## src/shared/phy_regs_params.svh

```systemverilog
/*
  constants of the port's basic control, status and identifier registers.
  assumes inclusion by bare name from the package; definitions only.
*/
`ifndef PHY_REGS_PARAMS_SVH
`define PHY_REGS_PARAMS_SVH

// ==========================================================
// register addresses and page
`define CTRL_ADDR 5'h00
`define STAT_ADDR 5'h01
`define ID_HI_ADDR 5'h02
`define ID_LO_ADDR 5'h03
`define PAGE_ADDR 5'h1f
`define MAIN_PAGE 16'h0000
`define PAGE_RESET 16'h0000

// ==========================================================
// control register fields
`define CTRL_RESET 16'h1040
`define CTRL_WR_MASK 16'h7fc0
`define CTRL_SOFT_RST 15
`define CTRL_LOOPBACK 14
`define CTRL_SPEED_LSB 13
`define CTRL_AN_EN 12
`define CTRL_PDOWN 11
`define CTRL_ISOLATE 10
`define CTRL_AN_RESTART 9
`define CTRL_DUPLEX 8
`define CTRL_COLL_TEST 7
`define CTRL_SPEED_MSB 6

// ==========================================================
// status register fields
`define STAT_FIXED 16'h79c9
`define LATCH_N 3
`define LATCH_LOW_MASK 3'h2
`define LATCH_RESET 3'h0

// ==========================================================
// management frame
`define OP_READ 2'h2
`define OP_WRITE 2'h1
`define HDR_LAST 5'h0b
`define TA_LAST 5'h01
`define DATA_LAST 5'h0f
`define MAC_DATA_W 8

`endif

```

## src/shared/phy_regs_pkg.sv

```systemverilog
/*
  types of the port register block: frame states and state records.
  assumes the constants header is on the include path.
*/
package phy_regs_pkg;
  `include "phy_regs_params.svh"

  // ==========================================================
  // types
  typedef enum logic [2:0] {S_IDLE, S_START, S_HEAD, S_TA, S_WDATA, S_RDATA} mgmt_state_t;

  typedef struct packed {
    logic mdc_q;
    mgmt_state_t state;
    logic [4:0] cnt;
    logic [15:0] shift;
    logic op_read;
    logic mine;
    logic [4:0] reg_addr;
    logic mdio_out;
    logic mdio_oe;
    logic [15:0] ctrl;
    logic [15:0] page;
    logic soft_rst;
    logic an_restart;
    logic loopback;
    logic [1:0] speed;
    logic full_duplex;
    logic an_enable;
    logic power_down;
    logic isolate;
    logic coll_test;
    logic mac_rx_valid;
    logic [`MAC_DATA_W-1:0] mac_rxd;
    logic mac_col;
    logic line_tx_en;
    logic [`MAC_DATA_W-1:0] line_txd;
  } port_state_t;

  typedef struct packed {
    logic [`LATCH_N-1:0] held;
  } latch_state_t;
endpackage : phy_regs_pkg

```

## src/rtl/status_latch_bank.sv

```systemverilog
/*
  latched status bits, each latching high or low and released by a read.
  assumes live inputs synchronous to clk and a one-cycle read pulse.
*/
`include "phy_regs_params.svh"
module status_latch_bank
  import phy_regs_pkg::*;
#(
  parameter logic [`LATCH_N-1:0] LATCH_LOW = `LATCH_LOW_MASK
) (
  input wire logic clk,
  input wire logic rst,
  input wire logic soft_clr,
  input wire logic rd_clr,
  input wire logic [`LATCH_N-1:0] live,
  output logic [`LATCH_N-1:0] held
);
  latch_state_t st;
  latch_state_t n;

  // ==========================================================
  // next state
  always_comb begin
    n = st;
    for (int i = 0; i < `LATCH_N; i++) begin
      // a live event in the read cycle wins over the release
      if (LATCH_LOW[i]) begin
        n.held[i] = live[i] & (st.held[i] | rd_clr);
      end else begin
        n.held[i] = live[i] | (st.held[i] & ~rd_clr);
      end
    end
    if (soft_clr) begin
      // an event in the soft reset cycle still latches
      n.held = `LATCH_RESET | (live & ~LATCH_LOW);
    end
  end

  always_ff @(posedge clk) begin
    if (rst) begin
      st <= '{held: `LATCH_RESET};
    end else begin
      st <= n;
    end
  end

  assign held = st.held;

  // ==========================================================
  // checks
  for (genvar g = 0; g < `LATCH_N; g++) begin : g_chk
    if (LATCH_LOW[g]) begin : g_low
      a_low_catch: assert property (@(posedge clk) disable iff (rst)
        !live[g] |=> !held[g] ##1 (!held[g] || $past(rd_clr)))
        else $error("link latch did not hold low");
    end else begin : g_high
      a_high_hold: assert property (@(posedge clk) disable iff (rst)
        live[g] ##1 (!rd_clr && !soft_clr) [*2] |=> held[g])
        else $error("latched event was lost before a read");
    end
  end
endmodule : status_latch_bank

```

## src/rtl/phy_basic_control_status_regs.sv

```systemverilog
/*
  basic control, status and identifier registers of one transceiver port,
  with the management serial port frame engine that reaches them.
  assumes MDC and MDIO_IN are already synchronous to CLOCK and much slower,
  and that the line datapath and negotiation logic sit outside.
*/
`include "phy_regs_params.svh"
module phy_basic_control_status_regs
  import phy_regs_pkg::*;
#(
  // identifier values are arbitrary
  parameter int unsigned OUI_HIGH = 'h5a3c,
  parameter int unsigned OUI_LOW = 'h15,
  parameter int unsigned MODEL_NUM = 'h0b,
  parameter int unsigned REV_NUM = 'h3
) (
  input wire logic CLOCK,
  input wire logic RESET,
  input wire logic [4:0] PHY_ADDR,
  input wire logic MDC,
  input wire logic MDIO_IN,
  output logic MDIO_OUT,
  output logic MDIO_OE,
  input wire logic LINK_UP,
  input wire logic AN_DONE,
  input wire logic FAR_FAULT,
  input wire logic JABBER_SEEN,
  input wire logic MAC_TX_EN_IN,
  input wire logic [`MAC_DATA_W-1:0] MAC_TXD_IN,
  input wire logic LINE_RX_VALID,
  input wire logic [`MAC_DATA_W-1:0] LINE_RXD,
  input wire logic LINE_COL,
  output logic MAC_RX_VALID,
  output logic [`MAC_DATA_W-1:0] MAC_RXD,
  output logic MAC_COL,
  output logic LINE_TX_EN,
  output logic [`MAC_DATA_W-1:0] LINE_TXD,
  output logic LOOPBACK,
  output logic [1:0] SPEED_SEL,
  output logic FULL_DUPLEX,
  output logic AN_ENABLE,
  output logic AN_RESTART,
  output logic POWER_DOWN,
  output logic ISOLATE,
  output logic COLL_TEST,
  output logic SOFT_RESET
);
  // ==========================================================
  // parameter checks
  if (OUI_HIGH > 'hffff || OUI_LOW > 'h3f || MODEL_NUM > 'h3f || REV_NUM > 'hf) begin : g_bad
    $error("identifier parameter does not fit its field");
  end

  // ==========================================================
  // decode
  // page zero gate
  function automatic logic main_hit(input logic [15:0] page, input logic [4:0] addr,
                                    input logic [4:0] want);
    return (page == `MAIN_PAGE) && (addr == want);
  endfunction : main_hit

  port_state_t st;
  port_state_t n;
  logic rise;
  logic [15:0] sh_n;
  logic hdr_done;
  logic hdr_mine;
  logic hdr_read;
  logic wr_now;
  logic ctrl_wr;
  logic soft_now;
  logic rd_stat_now;
  logic [15:0] status_word;
  logic [15:0] rd_word;
  logic [`LATCH_N-1:0] latch_live;
  logic [`LATCH_N-1:0] latch_held;
  logic tx_en_eff;

  assign rise = MDC && !st.mdc_q;
  assign sh_n = {st.shift[14:0], MDIO_IN};
  assign hdr_done = rise && (st.state == S_HEAD) && (st.cnt == `HDR_LAST);
  assign hdr_mine = (sh_n[9:5] == PHY_ADDR);
  assign hdr_read = (sh_n[11:10] == `OP_READ);
  assign wr_now = rise && (st.state == S_WDATA) && (st.cnt == `DATA_LAST) && st.mine
                  && !st.op_read;
  assign ctrl_wr = wr_now && main_hit(st.page, st.reg_addr, `CTRL_ADDR);
  assign soft_now = ctrl_wr && sh_n[`CTRL_SOFT_RST];
  // reading the status word is what releases the latches
  assign rd_stat_now = hdr_done && hdr_mine && hdr_read
                       && main_hit(st.page, sh_n[4:0], `STAT_ADDR);

  // ==========================================================
  // latched status
  // bit 0 jabber, bit 1 link, bit 2 remote fault
  assign latch_live = {FAR_FAULT, LINK_UP, JABBER_SEEN};

  status_latch_bank u_latch (
    .clk(CLOCK),
    .rst(RESET),
    .soft_clr(soft_now),
    .rd_clr(rd_stat_now),
    .live(latch_live),
    .held(latch_held)
  );

  assign status_word = `STAT_FIXED | {10'h000, AN_DONE, latch_held[2], 1'h0,
                                      latch_held[1], latch_held[0], 1'h0};

  // ==========================================================
  // read data
  always_comb begin
    rd_word = 16'h0000;
    if (sh_n[4:0] == `PAGE_ADDR) begin
      rd_word = st.page;
    end else if (main_hit(st.page, sh_n[4:0], `CTRL_ADDR)) begin
      rd_word = st.ctrl;
    end else if (main_hit(st.page, sh_n[4:0], `STAT_ADDR)) begin
      rd_word = status_word;
    end else if (main_hit(st.page, sh_n[4:0], `ID_HI_ADDR)) begin
      rd_word = 16'(OUI_HIGH);
    end else if (main_hit(st.page, sh_n[4:0], `ID_LO_ADDR)) begin
      rd_word = {6'(OUI_LOW), 6'(MODEL_NUM), 4'(REV_NUM)};
    end
  end

  // ==========================================================
  // next state
  // isolate means MAC inputs count for nothing at all
  assign tx_en_eff = MAC_TX_EN_IN && !st.isolate;

  always_comb begin
    n = st;
    n.mdc_q = MDC;
    n.soft_rst = 1'h0;
    n.an_restart = 1'h0;
    if (rise) begin
      case (st.state)
        S_IDLE: begin
          // preamble is optional; a zero opens the frame
          if (!MDIO_IN) begin
            n.state = S_START;
          end
        end
        S_START: begin
          n.state = MDIO_IN ? S_HEAD : S_IDLE;
          n.cnt = 5'h00;
        end
        S_HEAD: begin
          n.shift = sh_n;
          n.cnt = st.cnt + 5'h01;
          if (hdr_done) begin
            n.op_read = hdr_read;
            n.mine = hdr_mine && (hdr_read || sh_n[11:10] == `OP_WRITE);
            n.reg_addr = sh_n[4:0];
            n.cnt = 5'h00;
            n.state = S_TA;
            if (hdr_read) begin
              n.shift = rd_word;
            end
          end
        end
        S_TA: begin
          n.cnt = st.cnt + 5'h01;
          if (st.op_read && st.mine) begin
            n.mdio_oe = 1'h1;
            n.mdio_out = 1'h0;
          end
          if (st.cnt == `TA_LAST) begin
            n.cnt = 5'h00;
            n.state = st.op_read ? S_RDATA : S_WDATA;
            if (st.op_read && st.mine) begin
              n.mdio_out = st.shift[15];
              n.shift = {st.shift[14:0], 1'h0};
            end
          end
        end
        S_WDATA: begin
          n.shift = sh_n;
          n.cnt = st.cnt + 5'h01;
          if (st.cnt == `DATA_LAST) begin
            n.state = S_IDLE;
          end
        end
        S_RDATA: begin
          n.cnt = st.cnt + 5'h01;
          n.mdio_out = st.shift[15];
          n.shift = {st.shift[14:0], 1'h0};
          if (st.cnt == `DATA_LAST) begin
            n.mdio_oe = 1'h0;
            n.mdio_out = 1'h0;
            n.state = S_IDLE;
          end
        end
        default: begin
          n.state = S_IDLE;
        end
      endcase
    end

    // register writes; the page select is reachable on any page
    if (wr_now && st.reg_addr == `PAGE_ADDR) begin
      n.page = sh_n;
    end
    if (soft_now) begin
      // defaults back, latches cleared, frame engine untouched
      n.ctrl = `CTRL_RESET;
      n.page = `PAGE_RESET;
      n.soft_rst = 1'h1;
    end else if (ctrl_wr) begin
      n.ctrl = sh_n & `CTRL_WR_MASK & ~(16'h0001 << `CTRL_AN_RESTART);
      n.an_restart = sh_n[`CTRL_AN_RESTART];
    end

    // control outputs toward the port
    n.loopback = st.ctrl[`CTRL_LOOPBACK];
    // speed code, also used in loopback
    n.speed = {st.ctrl[`CTRL_SPEED_MSB], st.ctrl[`CTRL_SPEED_LSB]};
    n.full_duplex = st.ctrl[`CTRL_DUPLEX];
    n.an_enable = st.ctrl[`CTRL_AN_EN];
    n.power_down = st.ctrl[`CTRL_PDOWN];
    n.isolate = st.ctrl[`CTRL_ISOLATE];
    n.coll_test = st.ctrl[`CTRL_COLL_TEST];

    // MAC side datapath
    // loopback turns transmit back to receive
    if (st.loopback) begin
      n.mac_rx_valid = tx_en_eff;
      n.mac_rxd = MAC_TXD_IN;
    end else begin
      n.mac_rx_valid = LINE_RX_VALID;
      n.mac_rxd = LINE_RXD;
    end
    n.mac_col = st.coll_test ? tx_en_eff : LINE_COL;
    if (st.isolate) begin
      n.mac_rx_valid = 1'h0;
      n.mac_rxd = '0;
      n.mac_col = 1'h0;
    end
    // nothing goes to the line while down
    n.line_tx_en = tx_en_eff && !st.loopback && !st.power_down;
    n.line_txd = n.line_tx_en ? MAC_TXD_IN : '0;
  end

  // ==========================================================
  // state register
  always_ff @(posedge CLOCK) begin
    if (RESET) begin
      st <= '0;
      st.state <= S_IDLE;
      st.ctrl <= `CTRL_RESET;
      st.page <= `PAGE_RESET;
      st.speed <= 2'h2;
      st.an_enable <= 1'h1;
    end else begin
      st <= n;
    end
  end

  assign MDIO_OUT = st.mdio_out;
  assign MDIO_OE = st.mdio_oe;
  assign MAC_RX_VALID = st.mac_rx_valid;
  assign MAC_RXD = st.mac_rxd;
  assign MAC_COL = st.mac_col;
  assign LINE_TX_EN = st.line_tx_en;
  assign LINE_TXD = st.line_txd;
  assign LOOPBACK = st.loopback;
  assign SPEED_SEL = st.speed;
  assign FULL_DUPLEX = st.full_duplex;
  assign AN_ENABLE = st.an_enable;
  assign AN_RESTART = st.an_restart;
  assign POWER_DOWN = st.power_down;
  assign ISOLATE = st.isolate;
  assign COLL_TEST = st.coll_test;
  assign SOFT_RESET = st.soft_rst;

  // ==========================================================
  // checks
  // defaults after soft reset
  a_soft_reset_default: assert property (@(posedge CLOCK) disable iff (RESET)
    soft_now |=> SOFT_RESET && st.ctrl == `CTRL_RESET ##1 !SOFT_RESET)
    else $error("soft reset did not restore the control word");

  a_restart_pulse: assert property (@(posedge CLOCK) disable iff (RESET)
    (ctrl_wr && !soft_now && sh_n[`CTRL_AN_RESTART]) |=>
      AN_RESTART && !st.ctrl[`CTRL_AN_RESTART] ##1 !AN_RESTART)
    else $error("restart negotiation not a single pulse");

  a_speed_code: assert property (@(posedge CLOCK) disable iff (RESET)
    ##1 SPEED_SEL == {$past(st.ctrl[`CTRL_SPEED_MSB]), $past(st.ctrl[`CTRL_SPEED_LSB])})
    else $error("speed code mismatch");

  a_duplex_follow: assert property (@(posedge CLOCK) disable iff (RESET)
    $changed(st.ctrl[`CTRL_DUPLEX]) |=> FULL_DUPLEX == $past(st.ctrl[`CTRL_DUPLEX]))
    else $error("duplex output did not follow");

  a_loopback_path: assert property (@(posedge CLOCK) disable iff (RESET)
    (LOOPBACK && !ISOLATE) |=> MAC_RX_VALID == $past(MAC_TX_EN_IN) && !LINE_TX_EN)
    else $error("loopback path broken");

  a_isolate_quiet: assert property (@(posedge CLOCK) disable iff (RESET)
    ISOLATE |=> !MAC_RX_VALID && !MAC_COL && !LINE_TX_EN)
    else $error("MAC side active while isolated");

  a_coll_echo: assert property (@(posedge CLOCK) disable iff (RESET)
    (COLL_TEST && !ISOLATE) |=> MAC_COL == $past(MAC_TX_EN_IN))
    else $error("collision test did not echo transmit enable");

  a_page_gate: assert property (@(posedge CLOCK) disable iff (RESET)
    (wr_now && st.reg_addr == `CTRL_ADDR && st.page != `MAIN_PAGE) |=> $stable(st.ctrl))
    else $error("control written off the main page");

  a_power_quiet: assert property (@(posedge CLOCK) disable iff (RESET)
    POWER_DOWN |=> !LINE_TX_EN)
    else $error("line transmit while powered down");
endmodule : phy_basic_control_status_regs

```

## config.mk

```make
export PLATFORM = sky130hd
export DESIGN_NAME = phy_basic_control_status_regs
export DESIGN_NICKNAME = d
export VERILOG_FILES = /design/src/shared/phy_regs_pkg.sv /design/src/rtl/status_latch_bank.sv /design/src/rtl/phy_basic_control_status_regs.sv
export VERILOG_INCLUDE_DIRS = /design/src /design/src/shared
export SDC_FILE = /design/constraint.sdc
export NUM_CORES = 1
export LEC_CHECK = 0
export BUFFER_PORTS_ARGS = -buffer_cell sky130_fd_sc_hd__clkbuf_2
export CAP_MARGIN = 20
export CORE_UTILIZATION = 47
export CTS_CLUSTER_DIAMETER = 60
export DETAILED_ROUTE_END_ITERATION = 7
export PLACE_DENSITY = 0.68
export SLEW_MARGIN = 20
export SYNTH_ARGS = -nofsm -noshare
export SYNTH_HDL_FRONTEND = slang
export SYNTH_HIERARCHICAL = 1
export SYNTH_SLANG_ARGS = --single-unit
```

## constraint.sdc

```tcl
create_clock -name CLOCK -period 2.55 [get_ports CLOCK]
set_input_delay 0.255 -clock CLOCK [delete_from_list [all_inputs] [get_ports CLOCK]]
set_output_delay 0.255 -clock CLOCK [all_outputs]
set_load 0.005 [all_outputs]
```

After elaboration in Yosys (flattened, before gate mapping)
Index checks and enable logic that the tools add are counted.

Input bits: 32. Logic and storage cells: 131. Register bits after elaboration: 90. Output and inout bits: 31.

Bitwise gates (word level): 9. Reduce and logical (&&, ||, !) cells: 47. Multiplexer cells: 25. Add/sub/neg operators: 1. Eq/ne operators: 22.

Operators by type and width (number): $pmux 16 s4 (1); $mux 15 (4); $mux 16 (3); $mux 31 (1); $mux 24 (1); $logic_and 1x1->1 (23); $pmux 5 s4 (1); $logic_not 16->1 (1); $pmux 3 s5 (1); $eq 5x1->1 const B (2); $eq 5x2->1 const B (2); $eq 5x4->1 const B (2); $eq 5x5->1 const B (2); $logic_not 5->1 (2); $ne 2x2->1 const B (5); $mux 3 (3); $mux 9 (1); $reduce_and 4->1 (2); $reduce_bool 4->1 (2); $reduce_or 2->1 (4); $eq 3x2->1 const B (2); $eq 3x3->1 const B (2); $mux 2 (3); $add 5x1->5 const B (1); 18 further kinds (33).

Logic depth before layout (Yosys ltp)
Gate-level depths: netlist (run 1).

Depth in word-level cells: 11. Gate-level depth with buffers: 10. Depth with buffers taken out: 8.

Modules after synthesis
Netlist (run 1), hierarchy kept.

Modules (own cells, without submodules): phy_basic_control_status_regs (times used 1, seq. area each 1741.7 um^2, area each 4219.0 um^2, cells each 479); status_latch_bank (times used 1, seq. area each 60.1 um^2, area each 107.6 um^2, cells each 11).

Worst setup path before layout (run 1)
OpenSTA, ideal clock, no wires.

Kind: register to register. Start: register st[86] in the netlist's numbering. End: register u_latch.st, in the netlist u_latch/held[0]. Period minus slack after synthesis: 2.147 ns. Data required time: 2.434 ns. Buffers on the path: 2. Slack: 0.403 ns. Library setup time: 0.116 ns. Cell stages (with the launch flop): 11. Arrival: 2.031 ns. Path through: dfxtp_1 > ha_1 > and3_1 > ha_1 > nand4_1 > or4_1 > buf_2 > buf_6 > nor2_1 > or3b_1 > a21oi_1.

Word-level cells in the longest chain between the ends: 9. Elaborated cells between the ends (all ways): 15.

Ends and longest elaborated chain: start, declared (RTL line phy_basic_control_status_regs.sv:62) `port_state_t st;`; start signal, assigned (RTL line phy_basic_control_status_regs.sv:255) `st <= n;`; $eq 5x4->1 (no source line); $logic_and 1x1->1 (RTL line phy_basic_control_status_regs.sv:81) `` assign hdr_done = rise && (st.state == S_HEAD) && (st.cnt == `HDR_LAST); ``; $logic_and 1x1->1 (3 in a row) (RTL line phy_basic_control_status_regs.sv:89) `assign rd_stat_now = hdr_done && hdr_mine && hdr_read`; $not 1->1; $and 1x1->1 (RTL line status_latch_bank.sv:30) `n.held[i] = live[i] | (st.held[i] & ~rd_clr);`; $or 1x1->1 (RTL line status_latch_bank.sv:30); $mux 3 (*) (RTL line status_latch_bank.sv:33) `if (soft_clr) begin`; end signal, assigned (RTL line status_latch_bank.sv:41) `` st <= '{held: `LATCH_RESET}; ``; end signal, assigned (RTL line status_latch_bank.sv:43) `st <= n;`; end, declared (RTL line status_latch_bank.sv:18) `latch_state_t st;`.

Every way passes the cells marked *; elsewhere a longest branch is shown, timed or not. A chain may end at the register's enable or synchronous reset.

Worst setup path after layout (run 1)
Start: register st[86] in the netlist's numbering. End: register st, in the netlist n[22].

Word-level cells in the longest chain between the ends: 7.

Ends and longest elaborated chain: $eq 5x4->1 (no source line) (*); $logic_and 1x1->1 (*) (3 in a row) (RTL line phy_basic_control_status_regs.sv:84) `` assign wr_now = rise && (st.state == S_WDATA) && (st.cnt == `DATA_LAST) && st.mine ``; $logic_and 1x1->1 (*) (RTL line phy_basic_control_status_regs.sv:86) `` assign ctrl_wr = wr_now && main_hit(st.page, st.reg_addr, `CTRL_ADDR); ``; $logic_and 1x1->1 (RTL line phy_basic_control_status_regs.sv:87) `` assign soft_now = ctrl_wr && sh_n[`CTRL_SOFT_RST]; ``; $reduce_or 2->1 (no source line).

Marked as above.

==> results of run 1 <==
flip-flops by register name (all words and copies together) (netlist names), named ones only:
signal        cells
AN_ENABLE         1
AN_RESTART        1
COLL_TEST         1
FULL_DUPLEX       1
ISOLATE           1
LINE_TXD          8
LINE_TX_EN        1
LOOPBACK          1
MAC_COL           1
MAC_RXD           8
MAC_RX_VALID      1
MDIO_OE           1
POWER_DOWN        1
SOFT_RESET        1
SPEED_SEL         2
n                 8
sh_n             15
st               33
u_latch/held      3
cells by family after synthesis:
family	share of synthesized area
muxes	0.0787
DFF	0.416
buffers and inverters	0.0789
adders and majority gates	0.0202
xor gates and xnor gates	0.0101
AOI/OAI and AO/OA	0.153
and+or+nand+nor	0.242
synth_stat cells, drive strengths merged, types with 2 or more instances:
library cell	count
a31o	2
or2	3
o21ai	16
a211oi	7
or4	2
o221ai	2
nor2b	15
nand2b	3
a32oi	3
nor4b	6
inv	19
or3	6
buf	26
o311ai	2
o211ai	5
xnor2	2
a21o	2
o41ai	4
nand2	35
nor3	16
a21oi	26
and3b	2
nor2	53
mux2i	34
clkbuf	19
a221oi	8
a211o	2
nand3	18
o22ai	2
and4	2
and3	2
nor4	4
and2	13
or4b	2
ha	7
dfxtp	90
o31ai	5
a32o	2
xor2	3
nor3b	2
or3b	3
nand4	6
a31oi	2
power by group through the flow:
stage	logic (mW)	registers, mW	clock network (mW)
floorplan	0.107	1.46	0
global placement	0.156	1.47	0
detailed placement	0.158	1.47	0
CTS	0.159	1.44	0.923
global route	0.176	1.44	0.976
finish	0.160	1.44	0.906
critical path, stage by stage, from the launching register on:
cell	delay (ps)
dfxtp_1	400
ha_1	220
and3_1	170
ha_1	210
nand4_1	180
or4_1	600
buf_4	240
a211o_1	300
cell type report:
type | instances | area, µm² | area share
multi-input combinational | 336 | 2180 | 0.455
clock buffer | 10 | 138 | 0.0287
clock inverter | 5 | 37.5 | 0.00782
tap | 108 | 135 | 0.0281
sequential | 90 | 1800 | 0.375
inverter | 19 | 71.3 | 0.0149
timing repair buffer | 77 | 435 | 0.0907
per-stage QoR:
step           setup WS, ps  total power [mW]  std cells  utilization
2_1_floorplan           403              1.57        490            -
3_3_place_gp            245              1.63        630        0.525
3_5_place_dp            164              1.63        630        0.525
4_1_cts                 162              2.52        645        0.545
5_1_grt                37.6              2.59        645        0.545
6_report                138              2.50        645        0.545
path summary, 6_finish.rpt:
| check | from | to | slack (ps) |
|---|---|---|---|
| worst max register to register | st[86] | n[22] | 140 |
| worst min register to register | st[65] | st[65] | 470 |
| worst min-delay path | MAC_TXD_IN[5] | LINE_TXD[5] | 110 |
| worst max-delay path | st[86] | n[22] | 140 |
layer usage:
metal	global-route usage	vias to the layer above	routed length [µm]
met4	0.100	0	267
met5	0	-	0
met1	0.306	1773	4840
met2	0.361	153	4860
met3	0.0415	25	680
li1	-	1814	-
==> flow_summary.toml, run 1 <==
[cts]
cts_buffers = 9
cts.path.max_buffers = 2
htreeDepth = 3
path_clk_slew_ps = 100
ctsResizeCount = 0
cts_tree = "built"
cts.sinks = 90
clk_latency_ps = 360
postCtsSetupBuffers = 0
clockRootBuffer = "clkbuf_8"
ctsHoldBuffers = 0

[drt]
drt_first_pass_iters = 7
wire_per_inst_um = 16.5
routed_via_density = 5.84
wl_mm = 10.7
drt_iter0_drc = 292
drc_errors = 9
vias = 3765
antenna_left = 0

[yosys]
yosysWarnings = 6
yosysUniqueCellTypes = 63
avgSynthCellArea_um2 = 8.83
synth_edf_count = 0
syn_nets = 529
yosysSeqAreaShare = 0.416
ys_ff_latch = 90
syn-cell-area_um2 = 4330
ys.flop_type = "dfxtp_1"
syn_inst = 490
async_flop_share = 0
synth_top_area_share = 0.416
netlist_top_cells_area = "dfxtp_1 (42%), mux2i_1 (7.9%), nor2_1 (4.6%), buf_4 (3.5%), nand2_1 (3.0%)"
yosys.area.top_type = "dfxtp_1"

[run_status]
outcome = "complete, but fails checks"
violations = "design-rule violations"

[timing]
skew_ps = 12.2
rsz0062_at_grt = "no"
finalSetupViolCount = 0
hold_ws_ps = 115
setup-tns-final_ps = 0
drv_slew = 0
fin_crit_ps = 2410
hold_viol_final = 0
worst_slew_pin_slew_ps = 631
slew_headroom = 0.578
min_period_over_period = 0.946
fmax_ghz = 0.415

[pwr]
p_clk_frac = 0.362
switching_power_mw = 0.626
irDropWorstVdd_v = 0.000282
pwr-share-seq = 0.574
p_comb_frac = 0.064
p_per_area_nw_per_um2 = 521
switching_share = 0.250
leakagePower_nw = 1.83
intPower_mw = 1.88

[floorplanning]
start_util = 0.491
io_pins = 63
core_area_um2 = 8810
die_area_um2 = 9590
fp.dieH_um = 97.9
rows = 34
die_x_um = 97.9

[place]
placed_area_um2 = 4630
portBuffers = 62
hpwlAfterDp_mm = 7.95
place_congestion = 0.951

[global_route]
grt.total_usage = 0.229
grt_max_degree = 26
grt_remaining_overflow = 0
grt_pass1_wl_mm = 17.6
antenna_found_initial = 0
grt_pass1_vias = 3550

[finish]
fin_area_um2 = 4800
mostFrequentLayoutCells = "dfxtp_1 (90), clkbuf_2 (62), nor2_1 (53)"
final_common_cell = "dfxtp_1"
layout.nets = 572
diodes = 0
drive_gt1_frac = 0.203
nFillCells = 823
syn2layout_area_growth_pct = 11.0

[critical_path]
worstPathArrival_ps = 2670
path_max_fanout = 12
start_kind = "register"
required_ps = 2810
timing_worst_setup_path_type = "register to register"
cp-end-kind = "register"
r2r_cells = 7

[worst_hold_path]
hold_depth = 2
holdCritPathClass = "primary input to register"

[flow_run]
max_cap_viol_count = 0
Note: power is estimated with default switching activity, not from simulation.
==> inputs of run 2 (changes only) <==
--- a/config.mk
+++ b/config.mk
@@ -12,6 +12,7 @@
 export CTS_CLUSTER_DIAMETER = 60
 export DETAILED_ROUTE_END_ITERATION = 7
 export PLACE_DENSITY = 0.68
+export SETUP_SLACK_MARGIN = 0.4
 export SLEW_MARGIN = 20
 export SYNTH_ARGS = -nofsm -noshare
 export SYNTH_HDL_FRONTEND = slang
==> run 2 against run 1 <==
Against the previous run: the flow still finishes with violations (design-rule violations); global-route usage grew 0.095 points; fmax grew 11%; clock power is essentially flat.
==> flow_summary.toml, run 2 (synthesized netlist as in run 1, its figures left out) <==
[run_status]
outcome = "complete, but fails checks"
violations = "design-rule violations"

[place]
hpwlAfterDp_mm = 7.95
portBuffers = 62
place_congestion = 0.951
dpl.cell_count = 630

[timing]
skew_ps = 16.6
setup-tns-final_ps = 0
fmax_ghz = 0.459
rsz0062_at_grt = "yes"
slew_headroom = 0.601
drv_slew = 0
finalSetupViolCount = 0
hold_viol_final = 0
min_period_over_period = 0.855
worst_slew_pin_slew_ps = 598
fin_crit_ps = 2180

[drt]
drc_errors = 9
antenna_left = 0
drt_iter0_drc = 361
vias = 3909
wire_per_inst_um = 17.6
wl_mm = 11.5
drt_first_pass_iters = 8
routed_via_density = 5.98

[global_route]
grt_pass1_wl_mm = 17.7
grt_max_degree = 26
antenna_found_initial = 0
grt_pass1_vias = 3565
grt.total_usage = 0.230
grt_remaining_overflow = 0

[finish]
layout.nets = 581
final_common_cell = "dfxtp_1"
syn2layout_area_growth_pct = 19.7
regMostFlops = "st"
drive_gt1_frac = 0.282
diodes = 0
fin_cells = 654
mostFrequentLayoutCells = "dfxtp_1 (85), clkbuf_2 (62), nor2_1 (44)"
largest_reg_flops = 33

[floorplanning]
start_util = 0.491
rows = 34
fp.dieH_um = 97.9
core_area_um2 = 8810
die_area_um2 = 9590
io_pins = 63
die_x_um = 97.9

[pwr]
leakagePower_nw = 1.95
irDropWorstVdd_v = 0.000239
p_per_area_nw_per_um2 = 487

[critical_path]
r2r_cells = 6
r2r-start = "st[31]"
cp-end-kind = "register"
worstSetupStartpoint = "st[31]"
worstPathArrival_ps = 2440
path_max_fanout = 6
required_ps = 2810
timing_worst_setup_path_type = "register to register"
start_kind = "register"

[cts]
cts.path.max_buffers = 2
cts.sinks = 90
ctsHoldBuffers = 0
cts_tree = "built"
htreeDepth = 3
path_clk_slew_ps = 90
clockRootBuffer = "clkbuf_8"
cts_buffers = 9
clk_latency_ps = 370

[flow_run]
max_cap_viol_count = 0

[worst_hold_path]
holdCritPathClass = "primary input to register"
holdCritStartpoint = "MAC_TXD_IN[5]"
hold_depth = 2
run 2: changes by cell type in the layout (fill, tap and decap cells not counted), sizes merged:
cell,previous run,this run
clkbuf,72,74
buf,15,22
run 2: area by class of cell:
type | count | area (µm²)
clock inverter | 5 | 37.5
multi-input combinational | 336 | 2440
tap | 108 | 135
fill | 760 | 3630
inverter | 19 | 71.3
timing repair buffer | 86 | 549
sequential | 90 | 1810
clock buffer | 10 | 138
run 2: worst max-delay path, cell delays in order (launching register included):
cell	delay [ps]
dfxtp_1	370
nor4_4	340
nand4_1	210
or4_4	600
o21ai_4	280
clkbuf_16	230
nor2_1	50
run 2: metal layers:
metal	global-route usage	part of all wire	vias to the layer above
met4	0.100	0.031	0
met2	0.365	0.46	209
met3	0.0415	0.084	41
met1	0.307	0.42	1824
met5	0	0	-
li1	-	-	1835
run 2: metrics by stage:
step	utilization	power (mW)	instance area (µm²)	hold WS, ps	worst slack, ps
floorplan	-	1.57	4330	324	403
global placement	0.525	1.63	4630	452	245
detailed placement	0.525	1.63	4630	462	164
CTS	0.550	2.52	4850	102	404
global route	0.588	2.61	5180	112	321
finish	0.588	2.52	5180	110	371
run 2: timing repair:
action | CTS | global route
buffers inserted | 1 | 5
pin swaps | 2 | 14
resized for setup | 11 | 54
gates cloned | 0 | 3
setup endpoints to repair | 39 | 50
run 2: final timing paths:
| check | end | slack (ps) |
|---|---|---|
| worst min register to register | st[66] | 480 |
| worst max register to register | n[21] | 370 |
| worst min-delay path | LINE_TXD[5] | 110 |
| worst max-delay path | n[21] | 370 |
run 2: report_power, final:
group | internal, mW | switching [mW]
Combinational | 0.0794 | 0.0975
Sequential | 1.42 | 0.0132
Clock | 0.381 | 0.527
==> inputs of run 3 (changes only) <==
--- a/config.mk
+++ b/config.mk
@@ -6,6 +6,7 @@
 export SDC_FILE = /design/constraint.sdc
 export NUM_CORES = 1
 export LEC_CHECK = 0
+export ABC_AREA = 1
 export BUFFER_PORTS_ARGS = -buffer_cell sky130_fd_sc_hd__clkbuf_2
 export CAP_MARGIN = 20
 export CORE_UTILIZATION = 47
==> run 3 against run 2 <==
Against the previous run: the flow now finishes without violations; power increased by 3.4%; worst hold slack got worse by 35 ps; die area increased by 2.3%; register-to-register slack improved by 80 ps; global-route usage increased by 2.3 points; critical path type unchanged; critical endpoint is now st[40]; largest cell class unchanged; largest power group unchanged.
==> flow_summary.toml, run 3 <==
[run_status]
outcome = "finished clean"

[floorplanning]
rows = 35
fp.dieH_um = 99.1
die_x_um = 99.1
core_area_um2 = 9200
start_util = 0.481
io_pins = 63
die_area_um2 = 9810

[global_route]
grt_pass1_vias = 3935
grt.total_usage = 0.253
antenna_found_initial = 0
grt_pass1_wl_mm = 19.5
grt_remaining_overflow = 0
grt_max_degree = 21

[critical_path]
cp-end-kind = "register"
timing_worst_setup_path_type = "register to register"
start_kind = "register"
required_ps = 2840
rrSetupSlack_ps = 450
worstPathArrival_ps = 2390
path_max_fanout = 8
r2r-start = "st[86]"
worstSetupStartpoint = "st[86]"

[yosys]
syn_inst = 620
yosysWarnings = 6
avgSynthCellArea_um2 = 7.14
netlist_top_cells_area = "dfxtp_1 (41%), nand2_1 (8.6%), a21oi_1 (7.1%), nor2_1 (7.0%), inv_1 (6.0%)"
yosys.area.top_type = "dfxtp_1"
synth_edf_count = 0
yosys.area_share.simple = 0.294
synth_top_area_share = 0.407
yosysMostFrequentCell = "nand2_1"
syn-cell-area_um2 = 4430
synthXorXnorAreaFrac = 0.0119
yosys.area_share.adder = 0.0198
synth_compound_area_frac = 0.153
synthMuxAreaShare = 0
ys.flop_type = "dfxtp_1"
ys_ff_latch = 90
syn_nets = 659
yosysSeqAreaShare = 0.407
ys_top_cells_by_count = "nand2_1 (102), dfxtp_1 (90), nor2_1 (82)"
async_flop_share = 0
yosysUniqueCellTypes = 37
synth_top_family_by_area = "simple AND/OR/NAND/NOR gates"

[drt]
drt_iter0_drc = 302
vias = 4312
routed_via_density = 5.47
wire_per_inst_um = 15.1
drt_first_pass_iters = 5
drc_errors = 0
antenna_left = 0
wl_mm = 11.9

[timing]
finalSetupViolCount = 0
rsz0062_at_grt = "yes"
worst_slew_pin_slew_ps = 618
worst_slack_ps = 448
min_period_over_period = 0.824
fin_crit_ps = 2100
drv_slew = 0
skew_ps = 14.4
setup-tns-final_ps = 0
slew_headroom = 0.588
fmax_ghz = 0.476
hold_viol_final = 0

[cts]
clockRootBuffer = "clkbuf_8"
cts_buffers = 9
htreeDepth = 3
cts.path.max_buffers = 2
ctsHoldBuffers = 0
cts_tree = "built"
clk_latency_ps = 390
path_clk_slew_ps = 110
cts.sinks = 90

[worst_hold_path]
holdCritStartpoint = "MAC_TXD_IN[4]"
holdCritPathClass = "primary input to register"

[finish]
layout.nets = 711
drive_gt1_frac = 0.219
largest_reg_flops = 33
regMostFlops = "st"
multi_input_area_um2 = 2230
nFillCells = 905
final_common_cell = "nand2_1"
area.sequential_um2 = 1810
syn2layout_area_growth_pct = 16.1
diodes = 0
mostFrequentLayoutCells = "nand2_1 (101), dfxtp_1 (86), nor2_1 (79)"

[place]
place_congestion = 0.968
place_ws_ps = 312
hpwlAfterDp_mm = 8.79
portBuffers = 62

[pwr]
leakagePower_nw = 2.14
irDropWorstVdd_v = 0.000226
p_per_area_nw_per_um2 = 507

[flow_run]
max_cap_viol_count = 0
==> run 3: changes by cell type after synthesis, moves of 18 or more <==
cell / before / now
nand2_1: 35 / 102
nand3_1: 18 / 36
a21oi_1: 26 / 63
mux2i_1: 34 / 0
o21ai_0: 12 / 38
nor2_1: 53 / 82
inv_1: 19 / 71
==> run 3: metrics by stage <==
stage | util | hold WS [ps] | power [mW] | cells | area, µm²
detailed placement | 0.518 | 434 | 1.63 | 768 | 4770
global route | 0.559 | 67.1 | 2.72 | 788 | 5140
floorplan | - | 324 | 1.57 | 620 | 4430
finish | 0.559 | 75.2 | 2.61 | 788 | 5140
CTS | 0.549 | 68.8 | 2.62 | 787 | 5040
global placement | 0.518 | 419 | 1.62 | 768 | 4770
==> run 3: routing by layer <==
layer  track usage  up-vias  share of wire
li1              -     2131              -
met1         0.343     1966           0.46
met2         0.401      186           0.44
met3        0.0489       29          0.074
met4        0.0916        0          0.024
met5             0        -              0
==> run 3: final timing paths <==
kind | end | cells after the start
max | st[40] | 12
min | LINE_TXD[4] | 3
max reg2reg | st[40] | 12
min reg2reg | MAC_COL | 1
==> run 3: final cells by class <==
cell class / instances / area share
Multi-Input combinational cell: 416 / 0.433
Sequential cell: 90 / 0.351
Timing Repair Buffer: 80 / 0.0920
Inverter: 75 / 0.0552
Tap cell: 111 / 0.0270
Clock buffer: 9 / 0.0241
Clock inverter: 7 / 0.0168
==> run 3: cell families after synthesis <==
family | Yosys count
adder cells (fa/ha/maj) | 7
buffers and inverters | 114
flip-flops | 90
XOR/XNOR | 6
AO/OA/AOI/OAI | 124
AND/OR/NAND/NOR | 279
==> run 3: repair_timing <==
action / CTS / global route
setup endpoints to repair: 26 / 36
gates resized for setup: 14 / 26
setup buffers: 2 / 1
pin swaps: 4 / 6
cloned: 1 / 0
==> run 3: power breakdown <==
group	internal [mW]	switching, mW
combinational	0.0662	0.0975
sequential	1.43	0.0132
clock	0.392	0.614
total	1.88	0.725
==> run 3: worst max-delay path, stage by stage (launching register included) <==
cell and delay, ps:
dfxtp_2 370, ha_4 160, inv_4 40, nor3_4 100, ha_2 200, inv_2 50
nor4b_4 240, nand3b_1 200, inv_2 110, nand2_4 70, o21ai_4 210, buf_6 200
a21oi_1 50
